==> src/rtl/ccs_map.vh <==
// register offsets, field positions, codes and reset values of the command sequencer
`ifndef CCS_MAP_VH
`define CCS_MAP_VH

// --------------------
// register byte offsets
// --------------------
`define CCS_OFS_CMD 8'h00
`define CCS_OFS_CTRL 8'h04
`define CCS_OFS_IRQ 8'h08
`define CCS_OFS_ERR 8'h0C
`define CCS_OFS_STAT 8'h10
`define CCS_OFS_FIFO 8'h14

// --------------------
// command codes
// --------------------
`define CCS_CMD_IDLE 4'h0
`define CCS_CMD_KEEP 4'h7
`define CCS_CMD_RECV 4'h8
`define CCS_CMD_TRCV 4'hC
`define CCS_CMD_ACOL 4'hD
`define CCS_CMD_AUTH 4'hE
`define CCS_CMD_SRST 4'hF

// --------------------
// command register fields
// --------------------
`define CCS_CMD_RXOFF 4
`define CCS_CMD_PDOWN 5

// --------------------
// control register fields
// --------------------
`define CCS_CTL_INIT 0
`define CCS_CTL_MULTI 1
`define CCS_CTL_TAUTO 2
`define CCS_CTL_MDOFF 3
`define CCS_CTL_TXCRC 4
`define CCS_CTL_RXCRC 5
`define CCS_CTL_SEND 6
`define CCS_CTL_RATE_LO 7
`define CCS_CTL_RATE_HI 8
`define CCS_CTL_LENFR 9
`define CCS_CTL_PEER 10
`define CCS_CTL_W 11
`define CCS_CTL_RST 11'h000

// --------------------
// interrupt flag and error flag positions
// --------------------
`define CCS_IRQ_TIMER 0
`define CCS_IRQ_IDLE 1
`define CCS_IRQ_RX 2
`define CCS_IRQ_TX 3
`define CCS_IRQ_RFON 4
`define CCS_IRQ_RFOFF 5
`define CCS_IRQ_SIGIN 6
`define CCS_IRQ_W 7
`define CCS_ERR_WR 0
`define CCS_ERR_PROT 1

// --------------------
// rates, detected modes and constants
// --------------------
`define CCS_RATE_106 2'h0
`define CCS_MODE_P106 3'h0
`define CCS_MODE_P212 3'h1
`define CCS_MODE_A106 3'h2
`define CCS_MODE_A212 3'h3
`define CCS_MODE_CARDA 3'h4
`define CCS_MODE_CARDF 3'h5
`define CCS_START_BYTE 8'hF0
`define CCS_AUTH_BYTES 7'h0C
`define CCS_AC_A_CRC 1'b0

`endif

==> src/rtl/ccs_sync3.v <==
// three-flop input synchroniser that accepts a change once stages two and three agree
`timescale 1ns/1ps

module ccs_sync3 #(
	parameter W = 2
) (
	// clock and reset
	input wire clock_in,
	input wire reset_n_in,
	// asynchronous levels and filtered result
	input wire [W-1:0] async_in,
	output reg [W-1:0] level_out
);

reg [W-1:0] s1_r;
reg [W-1:0] s2_r;
reg [W-1:0] s3_r;
genvar i;

generate
	for (i = 0; i < W; i = i + 1) begin : g_bit
		always @(posedge clock_in or negedge reset_n_in) begin
			if (!reset_n_in) begin
				s1_r[i] <= 1'b0;
				s2_r[i] <= 1'b0;
				s3_r[i] <= 1'b0;
				level_out[i] <= 1'b0;
			end else begin
				s1_r[i] <= async_in[i];
				s2_r[i] <= s1_r[i];
				s3_r[i] <= s2_r[i];
				// a lone glitch in stage two never reaches the output
				if (s2_r[i] == s3_r[i]) begin
					level_out[i] <= s3_r[i];
				end
			end
		end
	end
endgenerate

endmodule

==> src/rtl/ccs_sequencer.v <==
// command sequencer of the contactless interface unit with apb register access
`timescale 1ns/1ps
`include "ccs_map.vh"

//Contract
// four-bit command codes: idle, keep, receive, transceive, activation, authenticate, reset
// keep-command code only updates receiver-off and power-down bits
// receive enables receiver, ends itself at end of frame, then goes idle
// 212/424 length framing stops at length count, pads noise, drops surplus
// zero length byte discards the frame, reception keeps waiting
// 106 peer: ends at frame end; surplus restarts reception and timer
// no frame with auto-timer set raises timer flag; firmware ends reception
// multiple-receive: receive never self-ends, transceive stays receiving
// transceive alternates; initiator one sends first, zero receives first
// transceive reception also ends on field loss; nothing happens without field
// firmware starts each send with start-send and ends transceive by new code
// activation needs initiator zero (code starts it whatever the initiator bit is); mode detector runs unless disabled
// field loss during activation restarts its state machine, command stays
// activation only raises field and secure-input flags; ends in transceive; code also sets the rx flag on completion
// type A activation drives CRC enables internally; type F uses register bits
// 106 detected without anticollision keeps the two CRC bytes in FIFO
// other code cancels activation; rewriting activation code restarts it
// passive and card modes: target-activated set; 106 passive starts with F0
// active peer: target-activated cleared; 106 starts with F0 and keeps CRC
// firmware loads twelve FIFO bytes before authentication
// authentication blocks FIFO access with write error, holds rx/tx flags
// authentication success ends command and sets cipher-active
// authentication error sets protocol error and clears cipher-active
// soft reset restores register reset values, keeps config buffer, then idle
// any code but keep aborts the running command and starts the new one
module ccs_sequencer (
	// clock and reset
	input wire clock_in,
	input wire reset_n_in,
	// apb slave
	input wire psel_in,
	input wire penable_in,
	input wire pwrite_in,
	input wire [7:0] paddr_in,
	input wire [31:0] pwdata_in,
	output reg [31:0] prdata_out,
	output reg pready_out,
	output reg pslverr_out,
	// receive and transmit datapath
	input wire rx_byte_valid_in,
	input wire [7:0] rx_byte_in,
	input wire rx_eof_in,
	input wire [7:0] rx_noise_in,
	input wire tx_done_in,
	output reg rx_enable_out,
	output reg tx_start_out,
	// field pins
	input wire rf_field_in,
	input wire sig_active_in,
	// timer
	input wire timer_expired_in,
	output reg timer_start_out,
	// activation engine
	input wire mode_detected_in,
	input wire [2:0] mode_in,
	input wire ac_done_in,
	input wire ac_ran_in,
	output reg mode_detect_en_out,
	output reg tx_crc_en_out,
	output reg rx_crc_en_out,
	output reg crc_keep_out,
	// authentication engine
	input wire [6:0] fifo_level_in,
	input wire auth_ok_in,
	input wire auth_err_in,
	output reg auth_start_out,
	// fifo
	input wire [7:0] fifo_rdata_in,
	output reg fifo_push_out,
	output reg [7:0] fifo_wdata_out,
	output reg fifo_pop_out,
	// misc
	output reg soft_reset_out,
	output reg power_down_out
);

// --------------------
// states
// --------------------
localparam ST_IDLE = 8'h01;
localparam ST_RX = 8'h02;
localparam ST_PAD = 8'h04;
localparam ST_TXW = 8'h08;
localparam ST_TX = 8'h10;
localparam ST_AC = 8'h20;
localparam ST_AUTH = 8'h40;
localparam ST_SRST = 8'h80;

reg [7:0] state_r, state_nxt;
reg [3:0] cmd_r, cmd_nxt;
reg rxoff_r, pdown_r;
reg [`CCS_CTL_W-1:0] ctrl_r;
reg [`CCS_IRQ_W-1:0] irq_r, irq_set;
reg [1:0] err_r, err_set;
reg cipher_r, tact_r;
reg [7:0] cnt_r, cnt_nxt, len_r, len_nxt;
reg first_r, first_nxt, drop_r, drop_nxt, surp_r, surp_nxt;
reg started_r, started_nxt;
reg acv_r, acv_nxt;
reg [2:0] acmode_r, acmode_nxt;
reg rf_d_r, sig_d_r;
reg push, txgo, tmgo, authgo, rx_done, send_clr, tact_set, tact_val;
reg [7:0] pdata;
reg [31:0] rd_mux;
wire [1:0] pins_flt;
wire rf_ok = pins_flt[0];
wire sig_ok = pins_flt[1];
wire [7:0] cnt_inc = cnt_r + 8'h01;
wire acc = psel_in & penable_in & pready_out;
wire apb_wr = acc & pwrite_in;
wire [3:0] wr_code = pwdata_in[3:0];
wire cmd_wr = apb_wr & (paddr_in == `CCS_OFS_CMD) & (wr_code != `CCS_CMD_KEEP);
wire fifo_acc = acc & (paddr_in == `CCS_OFS_FIFO);
wire auth_act = (state_r == ST_AUTH);
wire rate106 = (ctrl_r[`CCS_CTL_RATE_HI:`CCS_CTL_RATE_LO] == `CCS_RATE_106);
wire lenmode = ctrl_r[`CCS_CTL_LENFR] & ~rate106;
wire peer106 = ctrl_r[`CCS_CTL_PEER] & rate106;
wire tauto = ctrl_r[`CCS_CTL_TAUTO];
wire multi = ctrl_r[`CCS_CTL_MULTI];
wire acm_a = (acmode_r == `CCS_MODE_P106) | (acmode_r == `CCS_MODE_A106) |
	(acmode_r == `CCS_MODE_CARDA);
wire acm_106 = (acmode_r == `CCS_MODE_P106) | (acmode_r == `CCS_MODE_A106);
wire addr_hit = (paddr_in <= `CCS_OFS_FIFO) & (paddr_in[1:0] == 2'b00);

ccs_sync3 #(
	.W(2)
) u_pins (
	.clock_in(clock_in),
	.reset_n_in(reset_n_in),
	.async_in({sig_active_in, rf_field_in}),
	.level_out(pins_flt)
);

// --------------------
// register read mux
// --------------------
always @* begin
	rd_mux = 32'h00000000;
	case (paddr_in)
	`CCS_OFS_CMD: rd_mux = {26'h0, pdown_r, rxoff_r, cmd_r};
	`CCS_OFS_CTRL: rd_mux = {21'h0, ctrl_r};
	`CCS_OFS_IRQ: rd_mux = {25'h0, irq_r};
	`CCS_OFS_ERR: rd_mux = {30'h0, err_r};
	`CCS_OFS_STAT: rd_mux = {27'h0, state_r[4], state_r[1], acv_r,
		tact_r, cipher_r};
	`CCS_OFS_FIFO: rd_mux = auth_act ? 32'h00000000 : {24'h0, fifo_rdata_in};
	default: rd_mux = 32'h00000000;
	endcase
end

// --------------------
// command sequencing
// --------------------
always @* begin
	state_nxt = state_r;
	cmd_nxt = cmd_r;
	cnt_nxt = cnt_r;
	len_nxt = len_r;
	first_nxt = first_r;
	drop_nxt = drop_r;
	surp_nxt = surp_r;
	started_nxt = started_r;
	acv_nxt = acv_r;
	acmode_nxt = acmode_r;
	push = 1'b0;
	pdata = rx_byte_in;
	txgo = 1'b0;
	tmgo = 1'b0;
	authgo = 1'b0;
	rx_done = 1'b0;
	send_clr = 1'b0;
	tact_set = 1'b0;
	tact_val = 1'b0;
	irq_set = {`CCS_IRQ_W{1'b0}};
	err_set = 2'b00;
	case (state_r)
	ST_RX: begin
		if (timer_expired_in & tauto) begin
			irq_set[`CCS_IRQ_TIMER] = 1'b1;
		end
		if (cmd_r == `CCS_CMD_TRCV && !rf_ok) begin
			rx_done = 1'b1;
		end else if (rx_byte_valid_in && !rxoff_r) begin
			if (lenmode) begin
				if (first_r) begin
					if (rx_byte_in == 8'h00) begin
						drop_nxt = 1'b1;
					end else begin
						push = 1'b1;
						len_nxt = rx_byte_in;
						cnt_nxt = 8'h01;
						first_nxt = 1'b0;
						rx_done = (rx_byte_in == 8'h01);
					end
				end else if (!drop_r) begin
					push = 1'b1;
					cnt_nxt = cnt_inc;
					rx_done = (cnt_inc == len_r);
				end
			end else begin
				push = 1'b1;
				cnt_nxt = cnt_inc;
				first_nxt = 1'b0;
				if (first_r) begin
					len_nxt = rx_byte_in;
					cnt_nxt = 8'h01;
				end
				if (peer106 && !first_r && cnt_inc == len_r && !rx_eof_in) begin
					first_nxt = 1'b1;
					surp_nxt = 1'b1;
					tmgo = tauto;
				end
			end
			if (rx_eof_in && !rx_done) begin
				if (lenmode) begin
					if (drop_r || rx_byte_in == 8'h00 && first_r) begin
						drop_nxt = 1'b0;
						first_nxt = 1'b1;
					end else begin
						state_nxt = ST_PAD;
					end
				end else if (surp_r) begin
					surp_nxt = 1'b0;
				end else begin
					rx_done = 1'b1;
				end
			end
		end else if (rx_eof_in && !rxoff_r) begin
			drop_nxt = 1'b0;
			if (!lenmode && !surp_r && !first_r) begin
				rx_done = 1'b1;
			end
		end
	end
	ST_PAD: begin
		push = 1'b1;
		pdata = rx_noise_in;
		cnt_nxt = cnt_inc;
		rx_done = (cnt_inc == len_r);
	end
	ST_TXW: begin
		if (ctrl_r[`CCS_CTL_SEND] && rf_ok) begin
			txgo = 1'b1;
			send_clr = 1'b1;
			state_nxt = ST_TX;
		end
	end
	ST_TX: begin
		if (tx_done_in) begin
			irq_set[`CCS_IRQ_TX] = 1'b1;
			state_nxt = ST_RX;
		end
	end
	ST_AC: begin
		if (!rf_ok) begin
			acv_nxt = 1'b0;
		end else if (mode_detected_in && !ctrl_r[`CCS_CTL_MDOFF] && !acv_r) begin
			acv_nxt = 1'b1;
			acmode_nxt = mode_in;
			if (mode_in == `CCS_MODE_P106 || mode_in == `CCS_MODE_A106) begin
				push = 1'b1;
				pdata = `CCS_START_BYTE;
			end
		end else if (acv_r && rx_byte_valid_in) begin
			push = 1'b1;
		end else if (acv_r && ac_done_in) begin
			tact_set = 1'b1;
			tact_val = (acmode_r != `CCS_MODE_A106) & (acmode_r != `CCS_MODE_A212);
			irq_set[`CCS_IRQ_RX] = 1'b1;
			cmd_nxt = `CCS_CMD_TRCV;
			state_nxt = ST_TXW;
		end
	end
	ST_AUTH: begin
		if (!started_r && fifo_level_in >= `CCS_AUTH_BYTES) begin
			authgo = 1'b1;
			started_nxt = 1'b1;
		end
		if (timer_expired_in & tauto) begin
			irq_set[`CCS_IRQ_TIMER] = 1'b1;
		end
		if (fifo_acc) begin
			err_set[`CCS_ERR_WR] = 1'b1;
		end
		if (auth_err_in) begin
			err_set[`CCS_ERR_PROT] = 1'b1;
		end
		if (auth_ok_in || auth_err_in) begin
			cmd_nxt = `CCS_CMD_IDLE;
			state_nxt = ST_IDLE;
		end
	end
	ST_SRST: begin
		cmd_nxt = `CCS_CMD_IDLE;
		state_nxt = ST_IDLE;
	end
	ST_IDLE: begin
		state_nxt = ST_IDLE;
	end
	default: begin
		state_nxt = ST_IDLE;
	end
	endcase
	if (rx_done) begin
		irq_set[`CCS_IRQ_RX] = 1'b1;
		first_nxt = 1'b1;
		surp_nxt = 1'b0;
		drop_nxt = 1'b0;
		if (multi) begin
			state_nxt = ST_RX;
		end else if (cmd_r == `CCS_CMD_TRCV) begin
			state_nxt = ST_TXW;
		end else begin
			cmd_nxt = `CCS_CMD_IDLE;
			state_nxt = ST_IDLE;
		end
	end
	if (state_r != ST_IDLE && state_nxt == ST_IDLE) begin
		irq_set[`CCS_IRQ_IDLE] = 1'b1;
	end
	if (rf_ok & ~rf_d_r) begin
		irq_set[`CCS_IRQ_RFON] = 1'b1;
	end
	if (~rf_ok & rf_d_r) begin
		irq_set[`CCS_IRQ_RFOFF] = 1'b1;
	end
	if (~sig_ok & sig_d_r) begin
		irq_set[`CCS_IRQ_SIGIN] = 1'b1;
	end
	if (auth_act) begin
		irq_set[`CCS_IRQ_RX] = 1'b0;
		irq_set[`CCS_IRQ_TX] = 1'b0;
	end
	if (cmd_wr) begin
		cmd_nxt = wr_code;
		first_nxt = 1'b1;
		drop_nxt = 1'b0;
		surp_nxt = 1'b0;
		started_nxt = 1'b0;
		acv_nxt = 1'b0;
		txgo = 1'b0;
		authgo = 1'b0;
		push = 1'b0;
		case (wr_code)
		`CCS_CMD_RECV: begin
			state_nxt = ST_RX;
			tmgo = tauto;
		end
		`CCS_CMD_TRCV: begin
			state_nxt = ctrl_r[`CCS_CTL_INIT] ? ST_TXW : ST_RX;
			tmgo = tauto & ~ctrl_r[`CCS_CTL_INIT];
		end
		`CCS_CMD_ACOL: state_nxt = ST_AC;
		`CCS_CMD_AUTH: state_nxt = ST_AUTH;
		`CCS_CMD_SRST: state_nxt = ST_SRST;
		default: begin
			cmd_nxt = `CCS_CMD_IDLE;
			state_nxt = ST_IDLE;
		end
		endcase
	end
end

// --------------------
// registers and outputs
// --------------------
always @(posedge clock_in or negedge reset_n_in) begin
	if (!reset_n_in) begin
		state_r <= ST_IDLE;
		cmd_r <= `CCS_CMD_IDLE;
		rxoff_r <= 1'b0;
		pdown_r <= 1'b0;
		ctrl_r <= `CCS_CTL_RST;
		irq_r <= {`CCS_IRQ_W{1'b0}};
		err_r <= 2'b00;
		cipher_r <= 1'b0;
		tact_r <= 1'b0;
		cnt_r <= 8'h00;
		len_r <= 8'h00;
		first_r <= 1'b1;
		drop_r <= 1'b0;
		surp_r <= 1'b0;
		started_r <= 1'b0;
		acv_r <= 1'b0;
		acmode_r <= 3'h0;
		rf_d_r <= 1'b0;
		sig_d_r <= 1'b0;
		prdata_out <= 32'h00000000;
		pready_out <= 1'b0;
		pslverr_out <= 1'b0;
		rx_enable_out <= 1'b0;
		tx_start_out <= 1'b0;
		timer_start_out <= 1'b0;
		mode_detect_en_out <= 1'b0;
		tx_crc_en_out <= 1'b0;
		rx_crc_en_out <= 1'b0;
		crc_keep_out <= 1'b0;
		auth_start_out <= 1'b0;
		fifo_push_out <= 1'b0;
		fifo_wdata_out <= 8'h00;
		fifo_pop_out <= 1'b0;
		soft_reset_out <= 1'b0;
		power_down_out <= 1'b0;
	end else begin
		// no wait state: pready rises in the first access cycle
		pready_out <= psel_in & ~penable_in & ~pready_out;
		if (psel_in & ~penable_in) begin
			prdata_out <= rd_mux;
			pslverr_out <= ~addr_hit;
		end
		state_r <= state_nxt;
		cmd_r <= cmd_nxt;
		cnt_r <= cnt_nxt;
		len_r <= len_nxt;
		first_r <= first_nxt;
		drop_r <= drop_nxt;
		surp_r <= surp_nxt;
		started_r <= started_nxt;
		acv_r <= acv_nxt;
		acmode_r <= acmode_nxt;
		rf_d_r <= rf_ok;
		sig_d_r <= sig_ok;
		// set wins over a same-cycle write-one clear
		irq_r <= (irq_r & ~((apb_wr && paddr_in == `CCS_OFS_IRQ) ?
			pwdata_in[`CCS_IRQ_W-1:0] : {`CCS_IRQ_W{1'b0}})) | irq_set;
		err_r <= (err_r & ~((apb_wr && paddr_in == `CCS_OFS_ERR) ?
			pwdata_in[1:0] : 2'b00)) | err_set;
		if (apb_wr && paddr_in == `CCS_OFS_CMD) begin
			rxoff_r <= pwdata_in[`CCS_CMD_RXOFF];
			pdown_r <= pwdata_in[`CCS_CMD_PDOWN];
		end
		if (apb_wr && paddr_in == `CCS_OFS_CTRL) begin
			ctrl_r <= pwdata_in[`CCS_CTL_W-1:0];
		end else if (send_clr) begin
			ctrl_r[`CCS_CTL_SEND] <= 1'b0;
		end
		if (auth_ok_in & auth_act) begin
			cipher_r <= 1'b1;
		end else if (auth_err_in & auth_act) begin
			cipher_r <= 1'b0;
		end
		if (tact_set) begin
			tact_r <= tact_val;
		end
		rx_enable_out <= (state_nxt == ST_RX || state_nxt == ST_AC) & ~rxoff_r & rf_ok;
		tx_start_out <= txgo;
		timer_start_out <= tmgo;
		auth_start_out <= authgo;
		mode_detect_en_out <= (state_nxt == ST_AC) & ~ctrl_r[`CCS_CTL_MDOFF] & ~acv_nxt;
		crc_keep_out <= (state_nxt == ST_AC) & acv_nxt & acm_106 & ~ac_ran_in;
		if (state_r == ST_AC && acv_r && acm_a) begin
			tx_crc_en_out <= `CCS_AC_A_CRC;
			rx_crc_en_out <= `CCS_AC_A_CRC;
		end else begin
			tx_crc_en_out <= ctrl_r[`CCS_CTL_TXCRC];
			rx_crc_en_out <= ctrl_r[`CCS_CTL_RXCRC];
		end
		fifo_push_out <= push | (fifo_acc & pwrite_in & ~auth_act);
		fifo_wdata_out <= push ? pdata : pwdata_in[7:0];
		fifo_pop_out <= fifo_acc & ~pwrite_in & ~auth_act;
		power_down_out <= pdown_r;
		soft_reset_out <= (state_r == ST_SRST);
		if (state_r == ST_SRST) begin
			// register reset values come back; the external config buffer is untouched
			ctrl_r <= `CCS_CTL_RST;
			irq_r <= {`CCS_IRQ_W{1'b0}};
			err_r <= 2'b00;
			rxoff_r <= 1'b0;
			pdown_r <= 1'b0;
			cipher_r <= 1'b0;
			tact_r <= 1'b0;
		end
	end
end

endmodule

==> config.mk <==
export PLATFORM = sky130hd
export DESIGN_NAME = ccs_sequencer
export DESIGN_NICKNAME = d
export VERILOG_FILES = /design/src/rtl/ccs_sync3.v /design/src/rtl/ccs_sequencer.v
export VERILOG_INCLUDE_DIRS = /design/src /design/src/rtl
export SDC_FILE = /design/constraint.sdc
export NUM_CORES = 1
export LEC_CHECK = 0
export ABC_AREA = 1
export BUFFER_PORTS_ARGS = -buffer_cell sky130_fd_sc_hd__buf_4
export CAP_MARGIN = 5
export CORE_MARGIN = 8
export CORE_UTILIZATION = 57
export DETAILED_ROUTE_END_ITERATION = 8
export PLACE_DENSITY = 0.86
export SETUP_SLACK_MARGIN = 0.5
export SYNTH_ARGS = -nofsm -noshare
export SYNTH_HDL_FRONTEND = slang
export SYNTH_SLANG_ARGS = --single-unit
==> constraint.sdc <==
create_clock -name clock_in -period 6.1 [get_ports clock_in]
set_input_delay 0.915 -clock clock_in [delete_from_list [all_inputs] [get_ports clock_in]]
set_output_delay 0.915 -clock clock_in [all_outputs]
set_load 0.02 [all_outputs]
### Word level (Yosys, flattened, before mapping)

Cells that the tools add are included.
Widths: inputs -> output; s select.

| storage, ports and cells | value |
|---|---|
| register bits after elaboration | 124 |
| input bits | 90 |
| output and inout bits | 54 |
| logic and storage cells | 374 |

| cells by class | value |
|---|---|
| add/subtract/negate cells | 1 |
| order comparisons | 2 |
| eq/ne operators | 38 |
| muxes and demuxes | 173 |
| bitwise logic cells | 54 |
| reductions and logical operators | 62 |

Operators by type and width:

| cell | number |
|---|---|
| $mux 8 | 30 |
| $mux 1 | 112 |
| $pmux 11 s6 | 1 |
| $mux 4 | 14 |
| $pmux 8 s6 | 1 |
| $pmux 8 s5 | 1 |
| $pmux 8 s2 | 2 |
| $and 1x1->1 | 30 |
| $eq 4x4->1 const B | 6 |
| $eq 8x4->1 const B | 3 |
| $eq 8x5->1 const B | 3 |
| $logic_and 1x1->1 | 23 |
| $eq 8x1->1 const B | 2 |
| $eq 8x2->1 const B | 2 |
| $eq 8x3->1 const B | 2 |
| $eq 8x6->1 const B | 2 |
| $logic_not 8->1 | 2 |
| $not 1->1 | 15 |
| $mux 7 | 2 |
| $pmux 4 s3 | 1 |
| $reduce_bool 2->1 | 6 |
| $reduce_bool 3->1 | 4 |
| $mux 11 | 1 |
| $logic_not 1->1 | 10 |
| other kinds (35) | 55 |

### Logic depth before layout (Yosys ltp)

Gate-level depths: netlist of run 1.

| logic depth | value |
|---|---|
| depth after elaboration | 20 |
| mapped depth | 20 |
| depth with buffers taken out | 20 |

### Hierarchy

A second synthesis of run 1 with hierarchy kept.

| unflattened totals | value |
|---|---|
| cells, all modules | 671 |
| area, all modules | 5426.5 sq um |

By module, submodules not included:

| module | instances | cells each | area an instance (sq um) | seq. area each (sq um) |
|---|---|---|---|---|
| ccs_sequencer | 1 | 655 | 5193.7 | 2379.8 |
| ccs_sync3 | 1 | 16 | 232.7 | 200.2 |

### Worst setup path before layout of run 1

No wires, ideal clock.

| path | value |
|---|---|
| kind | input to register |
| start point | in paddr_in[7] |
| end point | reg irq_r[2] |
| library setup time | 116 ps |
| arrival | 2348 ps |
| required time | 5984 ps |
| slack | 3635 ps |
| stages | 12 |
| buffers on the path | 0 |
| cells stage by stage | nor2_1 > inv_1 > nor2_1 > inv_1 > nor2_1 > inv_1 > nor4_2 > nand2_1 > o21ai_0 > nand3_1 > nand2_1 > inv_1 |

| on the way | value |
|---|---|
| word-level cells in the longest chain between the ends | 7 |

Ends and longest elaborated chain:

| item | line | source |
|---|---|---|
| start: declaration | ccs_sequencer.v:39 | `input wire [7:0] paddr_in,` |
| $eq 8x4->1 | - |  |
| $logic_and 1x1->1 (no line) | - |  |
| $mux 7 | ccs_sequencer.v:429 | `` irq_r <= (irq_r & ~((apb_wr && paddr_in == `CCS_OFS_IRQ) ? `` |
| $not 7->7 | ccs_sequencer.v:429 |  |
| $and 7x7->7 | ccs_sequencer.v:429 |  |
| $or 7x7->7 | ccs_sequencer.v:429 |  |
| $mux 7 | ccs_sequencer.v:468 | `if (state_r == ST_SRST) begin` |
| end signal: assignment | ccs_sequencer.v:379 | `` irq_r <= {`CCS_IRQ_W{1'b0}}; `` |
| end signal: assignment | ccs_sequencer.v:429 |  |
| end signal: assignment | ccs_sequencer.v:471 | `` irq_r <= {`CCS_IRQ_W{1'b0}}; `` |
| end: declaration | ccs_sequencer.v:98 | `` reg [`CCS_IRQ_W-1:0] irq_r, irq_set; `` |

No other way between the ends.
A chain may end at the register's enable or synchronous reset.

### Worst setup path in the final report of run 1

Ends and elaborated chain as after synthesis.

==> impl_results.md, run 1 <==
- Result of the run: complete, no violations
- Clock slew at reported path FFs: approximately 0.1 ns
- Portion of the post-synthesis area used by sequential elements: 47.7%
- Post-synth EDFFs: 0
- Final Net Count: roughly 900
- ANT nets after route: 0
- Power spent charging and discharging nets: 339 µW
- Required time of the critical path: about 6.4 ns
- Share of total power in the clock network: between 30 and 40%
- Slew Limit Headroom: 14.5%
- Die boundary width: about 110 µm
- Die extent in y: around 110 µm
- Final antenna diode count: 0
- Commonest cells in the netlist: nand2_1, dfrtp_1, inv_1
- Post-route fraction of the period consumed by the critical path: between 40 and 50%
- Via count of the first global-routing pass: approximately 5000
- Peak supply drop: approximately 0.00010 V
- Final Hold Violating Endpoints: 0
- Residual overflow from global routing: 0
- Floorplan Core Area: 9240 µm²
- Cell types with the largest area share after synthesis: dfrtp_1, nand2_1, inv_1, nor2_1, o21ai_0
- Max-slew violations: 0
- Clock period minus final worst setup slack: between 2 and 3 ns
- Net switching share of the total power: between 20% and 30%
- Clk_lat worst skew: ~0.39 ns
- Standard-cell row count: 35
- DRC violations left: 0
- Cell with the most instances after synthesis: nand2_1
- Initial DRC Count: between 400 and 500
- Root Driver: clkbuf_8
- Combined global-route utilization of all metal layers: around 24%
- Type of destination of the critical path: flip-flop
- Gp weighted congestion: 0.946
- Effective utilization at floorplan: approximately three fifths
- Layout cell share with drive strength beyond 1: between 10% and 20%
- HPWL after detailed placement: 12.1 mm
- Crit Reg-Reg Startpoint: cnt_r[0]$_DFFE_PN0P_
- Number of buffers created by CTS: 9
- Post-synthesis average cell area: 7.92 µm²
- Cell area after synthesis: between 5000 and 6000 µm²
- Final number of setup-violating endpoints: 0
- Cell taking the most area after synthesis: dfrtp_1
- Crit path max fanout: 9
- Worst setup path class: in2reg
- Power Dens Cells: 195 nW/µm²
- First-pass GRT wire length: between 20 and 25 mm
- Wirelength, routed: around 15 mm
- Vias: between 5000 and 6000
- Endpoint of the worst hold path: u_pins.s2_r[0]$_DFF_PN0_
- Most used flip-flop cell after synthesis: dfrtp_1
- Top-level port count: roughly 140
- Post-synthesis instance total: between 600 and 700
- Antenna violations before repair: 0
- Number of warnings issued by yosys: 0
- Hold_sp: u_pins.s1_r[0]$_DFF_PN0_
- Clk sink count: around 100
- Number of vias per cell after detailed routing: roughly 5.5
- Launching element type of the critical path: input pin
- Final worst-path setup slack: roughly 3.2 ns
- Hold Crit Class: reg2reg
- Measured slew at the worst slew-check pin: around 1.2 ns
- Reg2Reg Setup Slack: about 3.4 ns
- Lkg Pwr: 3.32 nW
- Number of iterations in the first detailed-routing pass: 6
- Area growth from synthesis to layout: 18.3%
- Worst setup startpoint: paddr_in[7]
- Fraction of synthesis flops using an asynchronous set or reset pin: between 90% and 100%
- Post-Route Setup TNS: 0 ns
- Max-capacitance violation count: 0
- Fmax: ~350 MHz
- Count of cells along the worst hold path: 0
- Data arrival time of the critical path: 3.15 ns
- Post-CTS Resized: 0
- RSZ-0062 raised after global routing: false
- CTS tree: built
- Pin count of the biggest net entering global routing: 70
- Share of the synthesized area in the top cell type: a little under half
- Number of buffers added to fix hold violations after cts: 0
- Max Root-Sink Buffers: 2
- Worst slack at placement: just under 3 ns
- Number of cells traversed by the worst register-to-register path: 17
- Post-route clock skew: 0.0116 ns
- Number of synthesized register bits: 103
- Endpoint of the most critical register-to-register path: irq_r[1]$_DFF_PN0_
- Portion of total power attributed to sequential cells: 56.3%
- Combinational Power Share: ~10%
- Total chip power: 1.25 mW
- Quantity of I/O buffers inserted on ports: slightly below 100
- WL per Instance: 16.7 µm
- Number of filler cells placed in the layout: between 700 and 800
- Cell internal power dissipation: a little over 900 µW
- Area of the die: roughly 13000 µm²
- Post-CTS setup buffer count: 0
- Count of unique library cells instantiated by Yosys: between 50 and 60
- CTS H-tree lvls: 3
==> worst max-delay path, stage by stage <==
cell	delay, ns
buf_4	0.11
nor2_1	0.09
inv_1	0.04
nor2_1	0.12
inv_1	0.09
nor2_1	0.13
inv_1	0.08
nor4_2	0.72
nand2_1	0.35
o21ai_0	0.26
nand3_1	0.10
nand2_1	0.07
inv_1	0.06
==> registers in the layout (all words and copies together), names as in the netlist, 2 cells and up <==
register,count
u_pins.s1_r,2
irq_r,7
err_r,2
ctrl_r,11
cnt_r,8
cmd_r,4
acmode_r,3
len_r,8
state_r,8
fifo_wdata_out,8
u_pins.s2_r,2
prdata_out,11
u_pins.level_out,2
u_pins.s3_r,2
==> worst max path at each step <==
stage / end / cells after the start
after global placement: irq_r[2]$_DFF_PN0_ / 13
final: irq_r[2]$_DFF_PN0_ / 13
after floorplan: irq_r[2]$_DFF_PN0_ / 12
after detailed placement: irq_r[2]$_DFF_PN0_ / 13
after global routing: irq_r[2]$_DFF_PN0_ / 13
after CTS: irq_r[2]$_DFF_PN0_ / 13
==> cells by family (layout without fill, tap and decap cells) <==
logic type      after synthesis  after routing  synth area share (%)
xor+xnor                      2              2                 0.324
fa+ha+maj                     3              3                 0.601
mux                           1              1                 0.208
simple gates                299            299                  25.1
other cells                   1             21                0.0693
compound gates              135            135                  14.7
flops                       103            103                  47.7
buf+inv                     139            227                  11.3
==> stage by stage <==
stage / hold slack, ns / std cells / cell area, µm² / util, %
6_report: 0.366 / 920 / 6400 / 69.2
5_1_grt: 0.376 / 920 / 6400 / 69.2
4_1_cts: 0.373 / 920 / 6400 / 69.2
3_5_place_dp: 0.350 / 904 / 6210 / 67.2
3_3_place_gp: 0.335 / 904 / 6210 / 67.2
2_1_floorplan: 0.331 / 703 / 5490 / -
==> power by group through the flow <==
stage	combinational, mW	sequential, mW	clock [mW]
5_1_grt	0.136	0.704	0.451
6_report	0.125	0.703	0.421
4_1_cts	0.124	0.703	0.426
3_3_place_gp	0.122	0.716	0
3_5_place_dp	0.124	0.716	0
2_1_floorplan	0.0524	0.723	0
==> cells in the final DEF, fill, tap and decap left out, drive strengths merged, types with 2 or more instances in the layout <==
master      n
nand2     140
inv       110
dfrtp     101
buf       101
nor2       79
o21ai      62
nand3      41
a21oi      30
conb       21
o22ai      15
nor3       14
nand4      10
clkbuf     10
nor4        8
a22o        4
a221oi      4
o31ai       3
nand3b      3
a31oi       3
a211oi      3
clkinvlp    3
or2         3
clkinv      3
maj3        2
dfstp       2
==> per-layer routing <==
metal	routed length (µm)	global-route usage, %	vias to the layer above	share of wire, %
met4	272	7.10	0	1.8
li1	-	-	2407	-
met1	6340	31.0	2379	41
met5	0	0	-	0
met3	1420	6.13	29	9.3
met2	7300	39.7	270	48
==> layout make-up <==
type                       instances  area (µm²)  share of cell area [%]
timing repair buffer             101         758                    11.8
clock inverter                     6        53.8                   0.841
inverter                         110         414                    6.47
tap                              129         161                    2.52
sequential                       103        2580                    40.3
multi-input combinational        461        2290                    35.8
clock buffer                      10         138                    2.15
No activity file was read; power rests on OpenSTA's default activity.
==> run 2, diff against run 1 <==
--- a/config.mk
+++ b/config.mk
@@ -10,9 +10,9 @@
 export BUFFER_PORTS_ARGS = -buffer_cell sky130_fd_sc_hd__buf_4
 export CAP_MARGIN = 5
 export CORE_MARGIN = 8
-export CORE_UTILIZATION = 57
+export CORE_UTILIZATION = 48
 export DETAILED_ROUTE_END_ITERATION = 8
-export PLACE_DENSITY = 0.86
+export PLACE_DENSITY = 0.78
 export SETUP_SLACK_MARGIN = 0.5
 export SYNTH_ARGS = -nofsm -noshare
 export SYNTH_HDL_FRONTEND = slang
==> constraint.sdc (replaced) <==
create_clock -name clock_in -period 2.5 [get_ports clock_in]
set_input_delay 0.375 -clock clock_in [delete_from_list [all_inputs] [get_ports clock_in]]
set_output_delay 0.375 -clock clock_in [all_outputs]
set_load 0.02 [all_outputs]
==> impl_results.md, run 2 (same netlist as run 1, synthesis figures left out) <==
- Via count of the first global-routing pass: 5644 (+13%)
- Clk_lat worst skew: 0.36 ns (-0.03 ns)
- Number of filler cells placed in the layout: 799 (+4.6%)
- Quantity of I/O buffers inserted on ports: 99 (unchanged)
- Cell mode on critical path: buf_6
- Antenna violations before repair: 0 (unchanged)
- Largest registers: ctrl_r: 11 flops, prdata_out: 11 flops
- Fmax: roughly 420 MHz
- Root Driver: clkbuf_16
- Data arrival time of the critical path: 2.66 ns (-0.49 ns)
- Result of the run: complete, no violations
- Area growth from synthesis to layout: 44.5%
- Util after Layout: 71.5% (+2.3 points)
- Effective utilization at floorplan: 49.5% (-9.1 points)
- Buffers plus inverters on the worst setup path: 4 (-1)
- Crit path max fanout: 3 (-6)
- Clock slew at reported path FFs: 0.07 ns (-0.03 ns)
- First-pass GRT wire length: 28.1 mm (+13%)
- Final antenna diode count: 0 (unchanged)
- Crit-path max cell delay: 0.41 ns (-0.31 ns)
- Fin cells: 998 (+8.5%)
- Max Root-Sink Buffers: 2 (unchanged)
- Pin count of the biggest net entering global routing: 82 (+17%)
- Type of destination of the critical path: flip-flop
- Max-capacitance violation count: 0 (unchanged)
- Area of the die: 14900 µm² (+16%)
- Worst slack at placement: 0.100 ns (-2.86 ns)
- Required time of the critical path: 2.78 ns (-3.60 ns)
- ANT nets after route: 0 (unchanged)
- Vias: 5774 (+14%)
- Slowest stage cell, crit path: dfrtp_1
- Register area: 2580 µm² (about the same)
- Worst setup path class: reg2reg
- Final Net Count: 944 (+7.6%)
- Post-route clock skew: 0.0106 ns (-0.00103 ns)
- HPWL after detailed placement: 13.0 mm (+8.1%)
- Lkg Pwr: 3.85 nW (+16%)
- Clock period minus final worst setup slack: ~2.4 ns
- RSZ-0062 raised after global routing: true
- Post-route fraction of the period consumed by the critical path: 95.1%
- Peak supply drop: 0.000741 V (+640%)
- Gp weighted congestion: 0.963 (+1.8%)
- DRC violations left: 0 (unchanged)
- Power Dens Cells: 451 nW/µm² (+130%)
- CTS H-tree lvls: 3 (unchanged)
- Residual overflow from global routing: 0 (unchanged)
- Launching element type of the critical path: flip-flop
- Combined global-route utilization of all metal layers: 24.0% (-0.26 points)
- Final std cell area, no fill: 7820 µm² (+22%)
- WL per Instance: 19.8 µm (+19%)
- Most common library cell in the layout ignoring fill and taps: buf_4
- Final hold slack: 0.122 ns (-0.244 ns)
- Floorplan Core Area: 10900 µm² (+18%)
- Crit-path cells: ha_4 > nand2_4 > nor2_4 > nand3_2 > nand3_1 > nand3_2 > nor2_4 > buf_6 > buf_6 > buf_6 > buf_6 > nand4_1 > nor2_2 > nand2_1 > a21oi_2
- Max-slew violations: 0 (unchanged)
- Leading cell types in the layout, fill and taps excluded: buf_4, dfrtp_1, nand2_1
- Clk sink count: 103 (unchanged)
- Post-DP Area: 6410 µm² (+3.2%)
- Multi-input gate area in the final layout: 2940 µm² (+28%)
- Post-Route Setup TNS: 0 ns (unchanged)
- Top-level port count: 144 (unchanged)
- Die extent in y: 122 µm (+7.7%)
- Die boundary width: 122 µm (+7.7%)
- Measured slew at the worst slew-check pin: 0.692 ns (-0.558 ns)
- Number of vias per cell after detailed routing: 5.79 (+4.7%)
- Wirelength, routed: 19.7 mm (+29%)
- CTS tree: built
- Number of buffers created by CTS: 9 (unchanged)
- Final number of setup-violating endpoints: 0 (unchanged)
- Number of iterations in the first detailed-routing pass: 7 (+1)
- Final worst-path setup slack: 0.121 ns (-3.11 ns)
- Largest delay share family, worst path: simple AND/OR/NAND/NOR gates
- Initial DRC Count: 796 (+81%)
- Hold Crit Class: in2reg
- Final Hold Violating Endpoints: 0 (unchanged)
- Total chip power: 3.52 mW (+180%)
- Standard-cell row count: 38 (+8.6%)
- Placed Cells: 936 (+3.5%)
- Layout cell share with drive strength beyond 1: 40.0% (+21 points)
- Slew Limit Headroom: 53.7% (+39 points)
run 2: repair_timing:
action,in CTS,in global routing
pin swaps,34,61
gates cloned,2,0
hold buffers,1,0
gates resized for setup,71,143
buffers inserted,27,16
hold endpoints to repair,22,0
setup endpoints to repair,42,63
run 2: final timing paths:
| kind | start | endpoint | slack [ns] | cells after the start |
|---|---|---|---|---|
| worst max-delay path | cnt_r[0]$_DFFE_PN0P_ | timer_start_out$_DFF_PN0_ | 0.12 | 15 |
| worst min-delay path | sig_active_in | u_pins.s1_r[1]$_DFF_PN0_ | 0.12 | 1 |
| worst max register to register | cnt_r[0]$_DFFE_PN0P_ | timer_start_out$_DFF_PN0_ | 0.12 | 15 |
| worst min register to register | u_pins.s1_r[1]$_DFF_PN0_ | u_pins.s2_r[1]$_DFF_PN0_ | 0.36 | 0 |
| max in group asynchronous | reset_n_in | first_r$_DFFE_PN1P_ | 1.28 | 3 |
| min in group asynchronous | reset_n_in | tx_start_out$_DFF_PN0_ | 0.46 | 2 |
run 2: per-layer routing:
layer | vias up | track usage [%] | part of all wire, %
met5 | - | 0 | 0
met4 | 0 | 9.44 | 4.4
met1 | 2769 | 29.3 | 36
li1 | 2540 | - | -
met3 | 80 | 6.34 | 10
met2 | 385 | 39.7 | 49
run 2: layout make-up:
type | count | area share, %
well taps | 140 | 2.24
inverters | 110 | 5.44
clock buffers | 9 | 2.88
flip-flops and latches | 103 | 33.0
repair buffers | 167 | 17.7
clock inverters | 7 | 1.04
multi-input cells | 462 | 37.6
run 2: report_power, final:
group / leakage, nW / switching [mW] / internal (mW)
Sequential: 1.26 / 0.0204 / 1.70
Combinational: 2.45 / 0.207 / 0.132
Clock: 0.140 / 0.683 / 0.787
Total: 3.85 / 0.910 / 2.61
run 2: worst reg2reg max path, cell delays in order (launching register included):
cell and delay [ns]:
dfrtp_1 0.41, ha_4 0.19, nand2_4 0.07, nor2_4 0.16
nand3_2 0.10, nand3_1 0.10, nand3_2 0.10, nor2_4 0.16
buf_6 0.11, buf_6 0.08, buf_6 0.08, buf_6 0.07
nand4_1 0.14, nor2_2 0.24, nand2_1 0.11, a21oi_2 0.16
